===== src/pkg/ssd_pkg.sv =====
// Purpose: constants and types shared by the shift/square datapath
// Assumes: 40-bit accumulators, 16-bit auxiliary/temporary registers
// Notes: operation codes are local to this datapath
package ssd_pkg;
   localparam int SSD_ACC_W = 40;
   localparam int SSD_WORD_W = 16;
   localparam int SSD_PROD_W = 32;
   localparam int SSD_MUL_IN_W = 17;
   // accumulator saturation values, narrow and wide overflow ranges
   localparam logic [39:0] SSD_SAT32_POS = 40'h00_7FFF_FFFF;
   localparam logic [39:0] SSD_SAT32_NEG = 40'hFF_8000_0000;
   localparam logic [39:0] SSD_SAT40_POS = 40'h7F_FFFF_FFFF;
   localparam logic [39:0] SSD_SAT40_NEG = 40'h80_0000_0000;
   // 16-bit register saturation values
   localparam logic [15:0] SSD_SAT16_POS = 16'h7FFF;
   localparam logic [15:0] SSD_SAT16_NEG = 16'h8000;
   // rounding constant added at bit 15 of the accumulator
   localparam logic [39:0] SSD_ROUND_ADD = 40'h00_0000_8000;
   localparam logic [39:0] SSD_ROUND_MASK = 40'hFF_FFFF_0000;
   localparam logic [39:0] SSD_ACC_RESET = 40'h00_0000_0000;
   localparam logic [15:0] SSD_WORD_RESET = 16'h0000;
   typedef enum logic [2:0] {
      SSD_OP_NONE,
      SSD_OP_SHIFT_RIGHT,
      SSD_OP_SHIFT_LEFT,
      SSD_OP_SQA_REG,
      SSD_OP_SQA_MEM,
      SSD_OP_SQUARE_DISTANCE
   } ssd_op_t;
endpackage


===== src/core/ssd_square_mac.sv =====
// Purpose: squaring multiplier with fractional shift and saturation
// Assumes: operand is already a 17-bit signed multiplier input
// Notes: purely combinational; the caller accumulates and registers
`timescale 1ns/10ps
module ssd_square_mac
   import ssd_pkg::*;
(
   input wire logic [16:0] mul_in,
   input wire logic fractional_mode,
   input wire logic multiply_saturate_mode,
   output logic [39:0] product_ext
);
   logic signed [33:0] raw_prod;
   logic [33:0] shifted_prod;
   logic [31:0] prod32;

   ////////////////////////////////////////////////////////////////////
   // square, optional fractional doubling, 32-bit limit, sign extend
   always_comb begin
      raw_prod = $signed(mul_in) * $signed(mul_in);
      // fractional doubling before any other use
      shifted_prod = fractional_mode ? {raw_prod[32:0], 1'b0}
                                     : raw_prod;
      // of sign-extended 16-bit operands only 8000h squared in fractional mode reaches 2^31; a saturating
      // multiply clamps it, otherwise the top bits wrap
      if (multiply_saturate_mode && fractional_mode &&
          shifted_prod[33:31] != 3'b000) begin
         prod32 = 32'h7FFF_FFFF;
      end else begin
         prod32 = shifted_prod[31:0];
      end
      product_ext = {{8{prod32[31]}}, prod32};
   end
endmodule


===== src/core/ssd_datapath.sv =====
// Purpose: one-bit signed shifts, square-accumulate, square distance
// Assumes: decode presents one operation per cycle with its operands
// Notes: results and flags are registered on the edge after op_valid
`timescale 1ns/10ps
module ssd_datapath
   import ssd_pkg::*;
(
   input wire logic ref_clk,
   input wire logic reset,
   input wire logic op_valid,
   input wire ssd_op_t op_code,
   input wire logic shift_is_accum,
   input wire logic round_enable,
   input wire logic copy_to_temp3,
   input wire logic [39:0] source_accumulator,
   input wire logic [39:0] dest_accumulator,
   input wire logic [15:0] aux_or_temp_register,
   input wire logic [15:0] mem_operand_x,
   input wire logic [15:0] mem_operand_y,
   input wire logic sign_extend_mode,
   input wire logic wide_overflow_mode,
   input wire logic accum_saturate_enable,
   input wire logic addr_unit_saturate_enable,
   input wire logic legacy_compat_mode,
   input wire logic fractional_mode,
   input wire logic multiply_saturate_mode,
   input wire logic rounding_mode,
   output logic [39:0] acc_result_reg,
   output logic acc_result_we_reg,
   output logic [39:0] acc_second_result_reg,
   output logic acc_second_we_reg,
   output logic [15:0] word_result_reg,
   output logic word_result_we_reg,
   output logic [15:0] temp_register_three_reg,
   output logic temp3_we_reg,
   output logic dst_accum_overflow_flag_reg,
   output logic src_accum_overflow_flag_reg,
   output logic carry_flag_reg,
   output logic carry_we_reg
);
   logic eff_wide;
   logic [16:0] mul_in;
   logic [39:0] product_ext;
   logic [39:0] acc_next;
   logic acc_we_next;
   logic [39:0] acc2_next;
   logic acc2_we_next;
   logic [15:0] word_next;
   logic word_we_next;
   logic dst_ov_next;
   logic src_ov_next;
   logic carry_next;
   logic carry_we_next;
   logic [39:0] sh_in;
   logic [39:0] sh_out;
   logic sh_ov;
   logic [15:0] w_out;
   logic [39:0] sum_w;
   logic [39:0] sum_r;
   logic add_ov;
   logic [40:0] diff_full;
   logic [39:0] dx;
   logic [39:0] dy;
   logic dif_ov;

   // legacy mode behaves as wide overflow mode for shifts
   assign eff_wide = wide_overflow_mode | legacy_compat_mode;

   ////////////////////////////////////////////////////////////////////
   // multiplier input select: accumulator slice or sign-extended word
   always_comb begin
      if (op_code == SSD_OP_SQA_MEM) begin
         mul_in = {mem_operand_x[15], mem_operand_x};
      end else begin
         mul_in = source_accumulator[32:16];
      end
   end

   ssd_square_mac u_square (
      .mul_in(mul_in),
      .fractional_mode(fractional_mode),
      .multiply_saturate_mode(multiply_saturate_mode),
      .product_ext(product_ext)
   );

   ////////////////////////////////////////////////////////////////////
   // accumulator shifter: guard bits replaced when narrow mode
   always_comb begin
      sh_in = source_accumulator;
      if (!eff_wide) begin
         sh_in[39:32] = sign_extend_mode ? {8{source_accumulator[31]}}
                                         : 8'h00;
      end
      sh_out = 40'h00_0000_0000;
      sh_ov = 1'b0;
      if (op_code == SSD_OP_SHIFT_RIGHT) begin
         // bit 39 extended by sign mode; bit 0 falls out
         sh_out = {sign_extend_mode & sh_in[39],
                   sh_in[39:1]};
      end else begin
         sh_out = {sh_in[38:0], 1'b0};
         if (eff_wide) begin
            sh_ov = sh_in[39] ^ sh_in[38];
         end else begin
            // the doubled value must still fit in 32 signed bits; the
            // guard bits alone agree with bit 31 when sign_extend_mode extends them
            sh_ov = (sh_in[39:30] != {10{sh_in[30]}});
         end
         // legacy mode suppresses detection, report and saturation
         if (legacy_compat_mode) begin
            sh_ov = 1'b0;
         end
         if (sh_ov && accum_saturate_enable) begin
            if (eff_wide) begin
               sh_out = sh_in[39] ? SSD_SAT40_NEG : SSD_SAT40_POS;
            end else begin
               sh_out = sh_in[39] ? SSD_SAT32_NEG : SSD_SAT32_POS;
            end
         end
      end
   end

   ////////////////////////////////////////////////////////////////////
   // 16-bit address-unit shift of auxiliary or temporary register
   always_comb begin
      if (op_code == SSD_OP_SHIFT_RIGHT) begin
         w_out = {aux_or_temp_register[15],
                  aux_or_temp_register[15:1]};
      end else if (addr_unit_saturate_enable &&
                   (aux_or_temp_register[15] ^ aux_or_temp_register[14])) begin
         w_out = aux_or_temp_register[15] ? SSD_SAT16_NEG
                                          : SSD_SAT16_POS;
      end else begin
         w_out = {aux_or_temp_register[14:0], 1'b0};
      end
   end

   ////////////////////////////////////////////////////////////////////
   // accumulate: square plus selected accumulator, round, saturate
   always_comb begin
      // memory and distance forms add to source/dest as documented
      if (op_code == SSD_OP_SQA_MEM) begin
         sum_w = source_accumulator + product_ext;
      end else begin
         sum_w = dest_accumulator + product_ext;
      end
      // rounding only on the register and memory forms
      sum_r = sum_w;
      if (round_enable && op_code != SSD_OP_SQUARE_DISTANCE) begin
         sum_r = rounding_mode ? sum_w
                               : sum_w + SSD_ROUND_ADD;
         sum_r = sum_r & SSD_ROUND_MASK;
      end
      if (wide_overflow_mode) begin
         add_ov = (sum_r[39] != sum_w[39]) ||
                  ((op_code == SSD_OP_SQA_MEM ? source_accumulator[39]
                    : dest_accumulator[39]) == product_ext[39] &&
                   sum_w[39] != product_ext[39]);
      end else begin
         add_ov = (sum_r[39:31] != {9{sum_r[31]}});
      end
      if (add_ov && accum_saturate_enable) begin
         if (wide_overflow_mode) begin
            sum_r = sum_r[39] ? SSD_SAT40_NEG : SSD_SAT40_POS;
         end else begin
            sum_r = sum_r[39] ? SSD_SAT32_NEG : SSD_SAT32_POS;
         end
      end
   end

   ////////////////////////////////////////////////////////////////////
   // distance subtraction: (x << 16) - (y << 16) on 40 bits
   always_comb begin
      // guard bits carry sign only when sign extension is on
      dx = {(sign_extend_mode ? {8{mem_operand_x[15]}} : 8'h00),
            mem_operand_x, 16'h0000};
      dy = {(sign_extend_mode ? {8{mem_operand_y[15]}} : 8'h00),
            mem_operand_y, 16'h0000};
      diff_full = {1'b0, dx} - {1'b0, dy};
      if (eff_wide) begin
         dif_ov = (dx[39] != dy[39]) &&
                  (diff_full[39] != dx[39]);
      end else begin
         dif_ov = (diff_full[39:31] != {9{diff_full[31]}});
      end
   end

   ////////////////////////////////////////////////////////////////////
   // next-state selection per operation
   always_comb begin
      acc_next = acc_result_reg;
      acc_we_next = 1'b0;
      acc2_next = acc_second_result_reg;
      acc2_we_next = 1'b0;
      word_next = word_result_reg;
      word_we_next = 1'b0;
      dst_ov_next = 1'b0;
      src_ov_next = 1'b0;
      carry_next = carry_flag_reg;
      carry_we_next = 1'b0;
      if (op_valid) begin
         unique case (op_code)
            SSD_OP_SHIFT_RIGHT, SSD_OP_SHIFT_LEFT: begin
               if (shift_is_accum) begin
                  acc_next = sh_out;
                  acc_we_next = 1'b1;
                  dst_ov_next = sh_ov;
               end else begin
                  word_next = w_out;
                  word_we_next = 1'b1;
                  src_ov_next = (op_code == SSD_OP_SHIFT_LEFT) &&
                     (aux_or_temp_register[15] ^
                      aux_or_temp_register[14]);
               end
            end
            SSD_OP_SQA_REG, SSD_OP_SQA_MEM: begin
               acc_next = sum_r;
               acc_we_next = 1'b1;
               dst_ov_next = add_ov;
            end
            SSD_OP_SQUARE_DISTANCE: begin
               acc_next = sum_r;
               acc_we_next = 1'b1;
               dst_ov_next = add_ov;
               acc2_next = (dif_ov && accum_saturate_enable) ?
                  (diff_full[39] ^ dif_ov ^ 1'b1 ? SSD_SAT40_POS :
                   SSD_SAT40_NEG) : diff_full[39:0];
               if (dif_ov && accum_saturate_enable && !eff_wide) begin
                  // the 40-bit difference is exact in narrow mode, so
                  // its sign gives the overflow direction
                  acc2_next = diff_full[39] ? SSD_SAT32_NEG
                                            : SSD_SAT32_POS;
               end
               acc2_we_next = 1'b1;
               src_ov_next = dif_ov;
               // no borrow shows as carry set
               carry_next = ~diff_full[40];
               carry_we_next = 1'b1;
            end
            default: begin
            end
         endcase
      end
   end

   ////////////////////////////////////////////////////////////////////
   // results and write strobes, one cycle after the request
   always_ff @(posedge ref_clk or posedge reset) begin
      if (reset) begin
         acc_result_reg <= SSD_ACC_RESET;
         acc_result_we_reg <= 1'b0;
         acc_second_result_reg <= SSD_ACC_RESET;
         acc_second_we_reg <= 1'b0;
         word_result_reg <= SSD_WORD_RESET;
         word_result_we_reg <= 1'b0;
      end else begin
         acc_result_reg <= acc_next;
         acc_result_we_reg <= acc_we_next;
         acc_second_result_reg <= acc2_next;
         acc_second_we_reg <= acc2_we_next;
         word_result_reg <= word_next;
         word_result_we_reg <= word_we_next;
      end
   end

   ////////////////////////////////////////////////////////////////////
   // temporary register three copy on the memory square form
   always_ff @(posedge ref_clk or posedge reset) begin
      if (reset) begin
         temp_register_three_reg <= SSD_WORD_RESET;
         temp3_we_reg <= 1'b0;
      end else begin
         temp3_we_reg <= op_valid && op_code == SSD_OP_SQA_MEM &&
                         copy_to_temp3;
         if (op_valid && op_code == SSD_OP_SQA_MEM && copy_to_temp3) begin
            temp_register_three_reg <= mem_operand_x;
         end
      end
   end

   ////////////////////////////////////////////////////////////////////
   // status flags: overflow flags are set-only pulses to the core,
   // carry holds its value until the next distance operation
   always_ff @(posedge ref_clk or posedge reset) begin
      if (reset) begin
         dst_accum_overflow_flag_reg <= 1'b0;
         src_accum_overflow_flag_reg <= 1'b0;
         carry_flag_reg <= 1'b0;
         carry_we_reg <= 1'b0;
      end else begin
         dst_accum_overflow_flag_reg <= dst_ov_next;
         src_accum_overflow_flag_reg <= src_ov_next;
         carry_flag_reg <= carry_next;
         carry_we_reg <= carry_we_next;
      end
   end
endmodule


===== config.mk =====
export PLATFORM = sky130hd
export DESIGN_NAME = ssd_datapath
export DESIGN_NICKNAME = d
export VERILOG_FILES = /design/src/pkg/ssd_pkg.sv /design/src/core/ssd_square_mac.sv /design/src/core/ssd_datapath.sv
export SDC_FILE = /design/constraint.sdc
export NUM_CORES = 1
export LEC_CHECK = 0
export BUFFER_PORTS_ARGS = -buffer_cell sky130_fd_sc_hd__buf_2
export CAP_MARGIN = 10
export CORE_UTILIZATION = 56
export CTS_BUF_LIST = sky130_fd_sc_hd__clkbuf_4 sky130_fd_sc_hd__clkbuf_8
export CTS_CLUSTER_SIZE = 28
export DETAILED_ROUTE_END_ITERATION = 16
export PLACE_DENSITY = 0.78
export SLEW_MARGIN = 20
export SYNTH_ARGS = -nofsm -noshare
export SYNTH_HDL_FRONTEND = slang
export SYNTH_SLANG_ARGS = --single-unit
export TNS_END_PERCENT = 30

===== constraint.sdc =====
create_clock -name ref_clk -period 2.8 [get_ports ref_clk]
set_input_delay 0.28 -clock ref_clk [delete_from_list [all_inputs] [get_ports ref_clk]]
set_output_delay 0.28 -clock ref_clk [all_outputs]
set_load 0.01 [all_outputs]

Word level (Yosys, flattened, before mapping)
Index checks and enable logic that the tools add are counted.
{ "totals": {"regBits": 119, "output_inout_bits": 120, "word_cells": 109, "input_bits": 145} }
{ "op_classes": {"n_mux": 49, "multipliers": 1, "eq_ne": 15, "bitwise": 7, "n_reduce_logical": 22, "n_addsub": 4} }
{ "op_table": {"columns": ["cell", "n"], "rows": [
  ["$mux 40", 17],
  ["$add 40x40->40", 2],
  ["$pmux 40 s2", 1],
  ["$mux 16", 3],
  ["$sub 40x40->41", 1],
  ["$add 40x16->40 const B", 1],
  ["$mul 17x17->34", 1],
  ["$mux 34", 1],
  ["$mux 32", 1],
  ["$mux 8", 4],
  ["$mux 1", 18],
  ["$mux 17", 1],
  ["$ne 8x8->1", 2],
  ["$logic_and 1x1->1", 13],
  ["$ne 9x9->1", 1],
  ["$eq 3x2->1 const B", 2],
  ["$eq 3x3->1 const B", 2],
  ["$pmux 1 s2", 3],
  ["$reduce_and 3->1", 2],
  ["$ne 1x1->1", 4],
  ["$eq 3x1->1 const B", 1],
  ["$ne 3x3->1 const B", 1],
  ["$reduce_bool 3->1", 1],
  ["$reduce_or 3->1", 1],
  ["other kinds (11)", 14]
]} }

Depth between registers and ports, before layout
Gate-level depths: netlist of run 1.
{ "depth": {"depth_word": 18, "depth_mapped": 60, "mapped_depth_nobuf": 52} }

Modules after synthesis
From an unflattened synthesis of run 1, not the netlist that was laid out.
{ "hier_totals": {"hier_cells": 2539, "hier_area_um2": 21284.2} }
{ "modules_own_cells": {"columns": ["module", "area_per_inst_um2", "cells_each", "instances", "seq_area_each_um2"], "rows": [
  ["ssd_datapath", 10914.2, 1369, 1, 2602.5],
  ["ssd_square_mac", 10369.9, 1170, 1, 0.0]
]} }

Least setup slack after synthesis of run 1
Ideal clock, no wire load.
{ "synth_path": {"path_kind": "in2reg", "startpoint": "in op_code[1]", "endpoint": "reg acc_result_reg[25]", "setup_slack_ns": -9.683, "stages": 54, "arrival_ns": 12.396, "path_cell_list": "buf_2 > nor2b_1 > clkbuf_1 > nor2b_1 > clkbuf_1 > and2_1 > a21o_1 > clkinv_1 > clkbuf_1 > nor2_1 > fa_1 > inv_1 > fa_1 > inv_1 > fa_1 > fa_1 > inv_1 > fa_1 > [... 18 more ...] > a21oi_2 > o211ai_1 > and2_1 > xor2_1 > inv_1 > ha_1 > nand4b_1 > nand4b_1 > and4b_1 > nand3_1 > nor4_1 > mux2_2 > a2111oi_1 > a31o_1 > buf_4 > o21ai_1 > buf_2 > o211ai_1"} }
{ "synth_between": {"elab_chain_len": 18, "word_cells_on_any_way": 40, "cone_classes": "add/sub (3); mul (1); eq/ne (11); mux (15); reduce/logical (10)"} }
{ "synth_lines": {"columns": ["item", "line_no", "text"], "rows": [
  ["from (decl)", "ssd_datapath.sv:11", "input wire ssd_op_t op_code,"],
  ["parallel branches: the longest is 18 deep, another holds $add 40x40->40", null, null],
  ["to (signal assigned)", "ssd_datapath.sv:257", "acc_result_reg <= acc_next;"],
  ["to (decl)", "ssd_datapath.sv:28", "output logic [39:0] acc_result_reg,"]
]} }
Parallel ways; which one is timed is not known. The select of a mux whose other input is x is not followed.
A chain may end at the register's enable or synchronous reset.

Worst setup path after layout of run 1
{ "layout_path": {"startpoint": "in op_code[2]", "endpoint": "reg acc_result_reg[16]"} }
The elaborated chain is that of the path after synthesis.

==> impl_metrics.ini, run 1 <==
[outcome]
status = complete, but fails checks
violations = setup timing

[die]
row_count = 70
die_area_um2 = 38500
ioPinCount = 265
dieHeight_um = 196
die_width_um = 196
start_util_pct = 57.2
core_area_um2 = 36900

[yosys]
synth_simple_gate_area_share_pct = 18.7
synth_compound_area_share_pct = 19.2
ys_warn_count = 0
async_flop_share_pct = 100
muxShareOfSynthArea_pct = 1.91
synth-xor-area-share_pct = 3.57
synth_area_leaders = fa_1 25%, dfrtp_1 12%, ha_1 8.6%
synth_cells = 2678
synth_top_area_cell = fa_1
synth_top_area_share_pct = 25.4
mappedNetlistArea_um2 = 21100
avgSynthCellArea_um2 = 7.88
synth-edff-count = 0
ys_ff_latch = 104
synth_fp_nets = 3236
synthDistinctLibCells = 92
ys_seq_area_share_pct = 12.3
synth_fa_ha_area_share_pct = 34.0
synth_top_family_by_area = adder cells
synth_ff_type = dfrtp_1

[final_layout]
drive_gt1_share_pct = 36.6
fin_cells = 4008
finalNetCount = 4055
layout_common_cells = 628 x buf_4, 403 x nand2_1, 377 x inv_1
syn_to_final_growth_pct = 41.1
largest_reg_flops = 40
final_common_cell = buf_4

[route]
first_pass_iters = 6
drt_iter0_drc = 2324
via_per_inst = 5.93
drc = 0
via_count = 23800
avgRoutedWirePerCell_um = 20.9
drtAntennaViolNets = 0
drt-total-wl_mm = 83.6

[clocking]
numCtsBuffers = 9
clk_latency_ns = 0.39
cts_max_level = 3
cts.path.max_buffers = 2
root_buffer = clkbuf_8
clkTransAtPathRegs_ns = 0.13
clock-sinks = 104
cts_tree = yes

[timing]
fin_ws_ns = -8.50
period_needed_ns = 11.30
finalHoldViolCount = 0
fmax_ghz = 0.0885
final_max_slew_viol_count = 0
worst_pin_slew_ns = 0.816
fin_setup_tns_ns = -352.20
min_period_over_period_pct = 403
fin_skew_ns = 0
slew_headroom_pct = 45.5
setup_viol = 63
rsz0062_at_grt = true

[global_routing]
grt_pass1_vias = 23900
grt_usage_pct = 42.1
grt_max_degree = 48
overflow = 0
grt_pass1_wl_mm = 126
antenna_found_initial = 1

[worst_setup_path]
cp_max_fo = 8
cp_num_cells = 55
startpoint_type = primary input
slowest_stage = fa_1
crit_buf_inv = 17
path_common_cell = fa_1
path_delay_family = adder cells
reg2regPathDepth = 2
endpoint_kind = flop
cp.required_ns = 3.07
slowest_delay_ns = 0.62
worstSetupPathType = in2reg
cp.arrival_ns = 11.57

[worst_hold_path]
whs_path_depth = 2
min_path_type = in2reg

[place]
routabilityCongestion = 1.01
dp_hpwl_mm = 66.6
portBuffers = 264
dp.cells = 3919

[flow_run]
max_cap_viol_count = 0
-- path summary, 6_finish.rpt --
path / start / to / slack [ns]
min reg2reg: acc_second_result_reg[36] / acc_second_result_reg[36] / 0.49
max reg2reg: acc_result_reg[15] / acc_result_reg[15] / 1.95
min in group asynchronous: reset / word_result_reg[6] / 0.42
max: op_code[2] / acc_result_reg[16] / -8.50
max in group asynchronous: reset / temp_register_three_reg[9] / 1.61
min: mem_operand_x[0] / temp_register_three_reg[0] / 0.14
-- what timing repair did --
| item | in CTS | in global routing |
|---|---|---|
| gates cloned | 3 | 2 |
| gates resized for setup | 158 | 138 |
| buffers inserted | 25 | 41 |
| pin swaps | 80 | 79 |
| hold buffers | 1 | 0 |
| endpoints found under the hold margin | 24 | 0 |
| setup endpoints to repair | 63 | 63 |
-- through the flow --
step	hold WS [ns]	util, %	setup slack, ns	instance area, um2
after floorplan	0.402	-	-8.38	21800
after global placement	0.273	75.0	-9.13	27700
after detailed placement	0.281	75.0	-9.34	27700
after CTS	0.142	78.2	-8.27	28800
after global routing	0.158	80.7	-8.92	29800
final	0.140	80.7	-8.50	29800
-- cells in the mapped netlist, drive strengths merged (5+ instances only) --
cell type	instances
a21o	40
o31a	5
and4	6
or2	10
nand2	428
nand2b	22
xor2	29
o21a	22
or4	5
ha	145
or3	17
nand3	38
and3	13
inv	399
o221ai	14
o211ai	64
nand4	25
o31ai	7
clkbuf	83
o311ai	5
o21ai	156
xnor2	57
nor2b	18
a31oi	13
nor4	8
clkinv	8
a311oi	7
a31o	5
nor3	39
nand4b	7
and2	23
buf	50
a211oi	25
mux2i	20
a21boi	10
o22ai	10
a221o	17
fa	268
mux2	18
nor2	216
o2111ai	8
dfrtp	104
a21oi	161
-- worst register-to-register path, stage by stage, from the launching register on --
cell	delay, ns
dfrtp_1	0.44
a21oi_1	0.21
nand3_2	0.09
-- per-layer routing --
metal | up-vias | wire [um] | global-route usage, % | share of wire (%)
met5 | - | 0 | 0 | 0
met4 | 0 | 5780 | 23.3 | 6.9
met3 | 389 | 8240 | 7.32 | 9.9
met2 | 1440 | 38400 | 68.8 | 46
met1 | 11400 | 31100 | 53.0 | 37
li1 | 10500 | - | - | -
-- logic make-up after synthesis --
group                      after synthesis
DFF                                    104
adders and majority gates              413
and+or+nand+nor                        889
xor gates and xnor gates                86
AOI/OAI and AO/OA                      608
muxes                                   38
buffers and inverters                  540
-- area by class of cell --
type | instances | area, um2
clock inverters | 6 | 85.1
diodes | 2 | 5.00
fillers | 2417 | 7110
inverters | 407 | 1590
clock buffers | 10 | 138
well taps | 504 | 631
multi-input cells | 2035 | 17900
flip-flops and latches | 104 | 2600
repair buffers | 940 | 6810
Power of run 1 is not shown: default switching activity piles up to over one toggle a cycle in this logic, so the estimate is an artifact.
==> run 2, diff against run 1 <==
--- a/config.mk
+++ b/config.mk
@@ -11,7 +11,7 @@
 export CTS_BUF_LIST = sky130_fd_sc_hd__clkbuf_4 sky130_fd_sc_hd__clkbuf_8
 export CTS_CLUSTER_SIZE = 28
 export DETAILED_ROUTE_END_ITERATION = 16
-export PLACE_DENSITY = 0.78
+export PLACE_DENSITY = 0.86
 export SLEW_MARGIN = 20
 export SYNTH_ARGS = -nofsm -noshare
 export SYNTH_HDL_FRONTEND = slang
==> run 2 against run 1 <==
Compared with the run above:
- the flow still finishes with violations (setup timing)
- hold slack got worse by 0.13 ns
- register-to-register slack got worse by 0.11 ns
- maximum frequency decreased by 1.6%
- die area unchanged
- first-iteration DRC count increased by 4.0%
- critical path type unchanged
- critical endpoint is now acc_result_reg[31]
- largest cell class unchanged
==> impl_metrics.ini, run 2 (synthesis gave the netlist of run 1 again) <==
[timing]
fin_skew_ns = 0
timing.hold.ws_ns = 0.00638
setup_viol = 63
period_needed_ns = 11.48
rsz0062_at_grt = true
fin_ws_ns = -8.68
worst_pin_slew_ns = 1.10
finalHoldViolCount = 0
min_period_over_period_pct = 410
final_max_slew_viol_count = 0
fmax_ghz = 0.0871
slew_headroom_pct = 26.1

[final_layout]
fill_cells = 2330
final_common_cell = buf_4
regArea_um2 = 2600
largest_reg_flops = 40
layout_common_cells = 663 x buf_4, 399 x nand2_1, 370 x inv_1
drive_gt1_share_pct = 37.6
finalNetCount = 4100
multi_input_area_um2 = 17900
syn_to_final_growth_pct = 42.7
antenna_cells = 0

[clocking]
cts-hold-fix-buffers = 0
numCtsBuffers = 9
cts_max_level = 3
clkTransAtPathRegs_ns = 0.13
root_buffer = clkbuf_8
clk_latency_ns = 0.42
clock-sinks = 104
cts.path.max_buffers = 2
cts_tree = yes

[worst_setup_path]
path_common_cell = buf_6
cp.arrival_ns = 11.77
slowest_stage = fa_2
ff2ff_setup_slack_ns = 1.84
worstSetupPathType = in2reg
startpoint_type = primary input
cp.required_ns = 3.08
slowest_delay_ns = 0.59
cp_max_fo = 6
endpoint_kind = flop

[route]
first_pass_iters = 7
drtAntennaViolNets = 0
via_count = 24200
via_per_inst = 5.98
drt-total-wl_mm = 87.0
drc = 0
drt_iter0_drc = 2416
avgRoutedWirePerCell_um = 21.5

[place]
dp_hpwl_mm = 68.5
routabilityCongestion = 1.03
portBuffers = 264

[global_routing]
antenna_found_initial = 0
grt_pass1_vias = 24400
overflow = 0
grt_max_degree = 63
grt_pass1_wl_mm = 131
grt_usage_pct = 44.4

[die]
start_util_pct = 57.2
dieHeight_um = 196
die_area_um2 = 38500
ioPinCount = 265
core_area_um2 = 36900
die_width_um = 196
row_count = 70

[outcome]
status = complete, but fails checks
violations = setup timing

[worst_hold_path]
min_path_type = in2async

[flow_run]
max_cap_viol_count = 0
run 2: cell count changes in the layout (fill, tap and decap cells not counted), sizes merged:
cell and change:
dlygate4sd3 -1, clkinvlp -1, buf +46, clkinv +5
bufbuf -1, inv -2, diode -2, nand3 +1
clkbuf -2
run 2: final timing paths:
path                                           start                           to  depth (start not counted)
max                                       op_code[2]           acc_result_reg[31]                         51
min                                            reset               carry_flag_reg                          2
max reg2reg                       acc_result_reg[38]           acc_result_reg[38]                          2
min reg2reg                acc_second_result_reg[37]    acc_second_result_reg[37]                          2
max in group asynchronous                      reset           acc_result_reg[31]                          3
min in group ref_clk                        op_valid  dst_accum_overflow_flag_reg                          2
run 2: what timing repair did:
item / CTS / global route
setup endpoints to repair: 63 / 67
gates resized for setup: 217 / 88
pin swaps: 75 / 68
buffers inserted: 65 / 27
hold endpoints to repair: 0 / 0
gates cloned: 4 / 1
run 2: final cells by class:
cell class / count / area share [%]
Clock inverter: 7 / 0.324
Inverter: 407 / 5.29
Clock buffer: 9 / 0.411
Multi-Input combinational cell: 2036 / 59.5
Tap cell: 504 / 2.09
Timing Repair Buffer: 983 / 23.7
Timing Repair inverter: 1 / 0.0249
Sequential cell: 104 / 8.64
run 2: routing by layer:
layer / global-route usage (%) / share of wire, %
met5: 0 / 0.044
met4: 27.0 / 7.7
met3: 8.25 / 10
met2: 72.9 / 46
met1: 54.4 / 36
run 2: metrics by stage:
stage,util [%],cell area (um2),cells,worst slack [ns],TNS [ns]
floorplan,-,21800,2678,-8.38,-366.36
global placement,75.6,27900,3943,-9.06,-389.03
detailed placement,75.6,27900,3943,-9.42,-405.09
global route,81.7,30100,4051,-8.96,-375.46
finish,81.7,30100,4051,-8.68,-361.49
CTS,79.9,29500,4028,-8.10,-335.70
run 2: critical path, delay by kind of cell:
| family | cells | cell delay [ns] |
|---|---|---|
| fa+ha+maj | 8 | 3.72 |
| mux | 2 | 0.54 |
| buf+inv | 15 | 1.76 |
| compound gates | 16 | 3.12 |
| simple gates | 10 | 2.31 |
Power of run 2 is left out for the same reason.
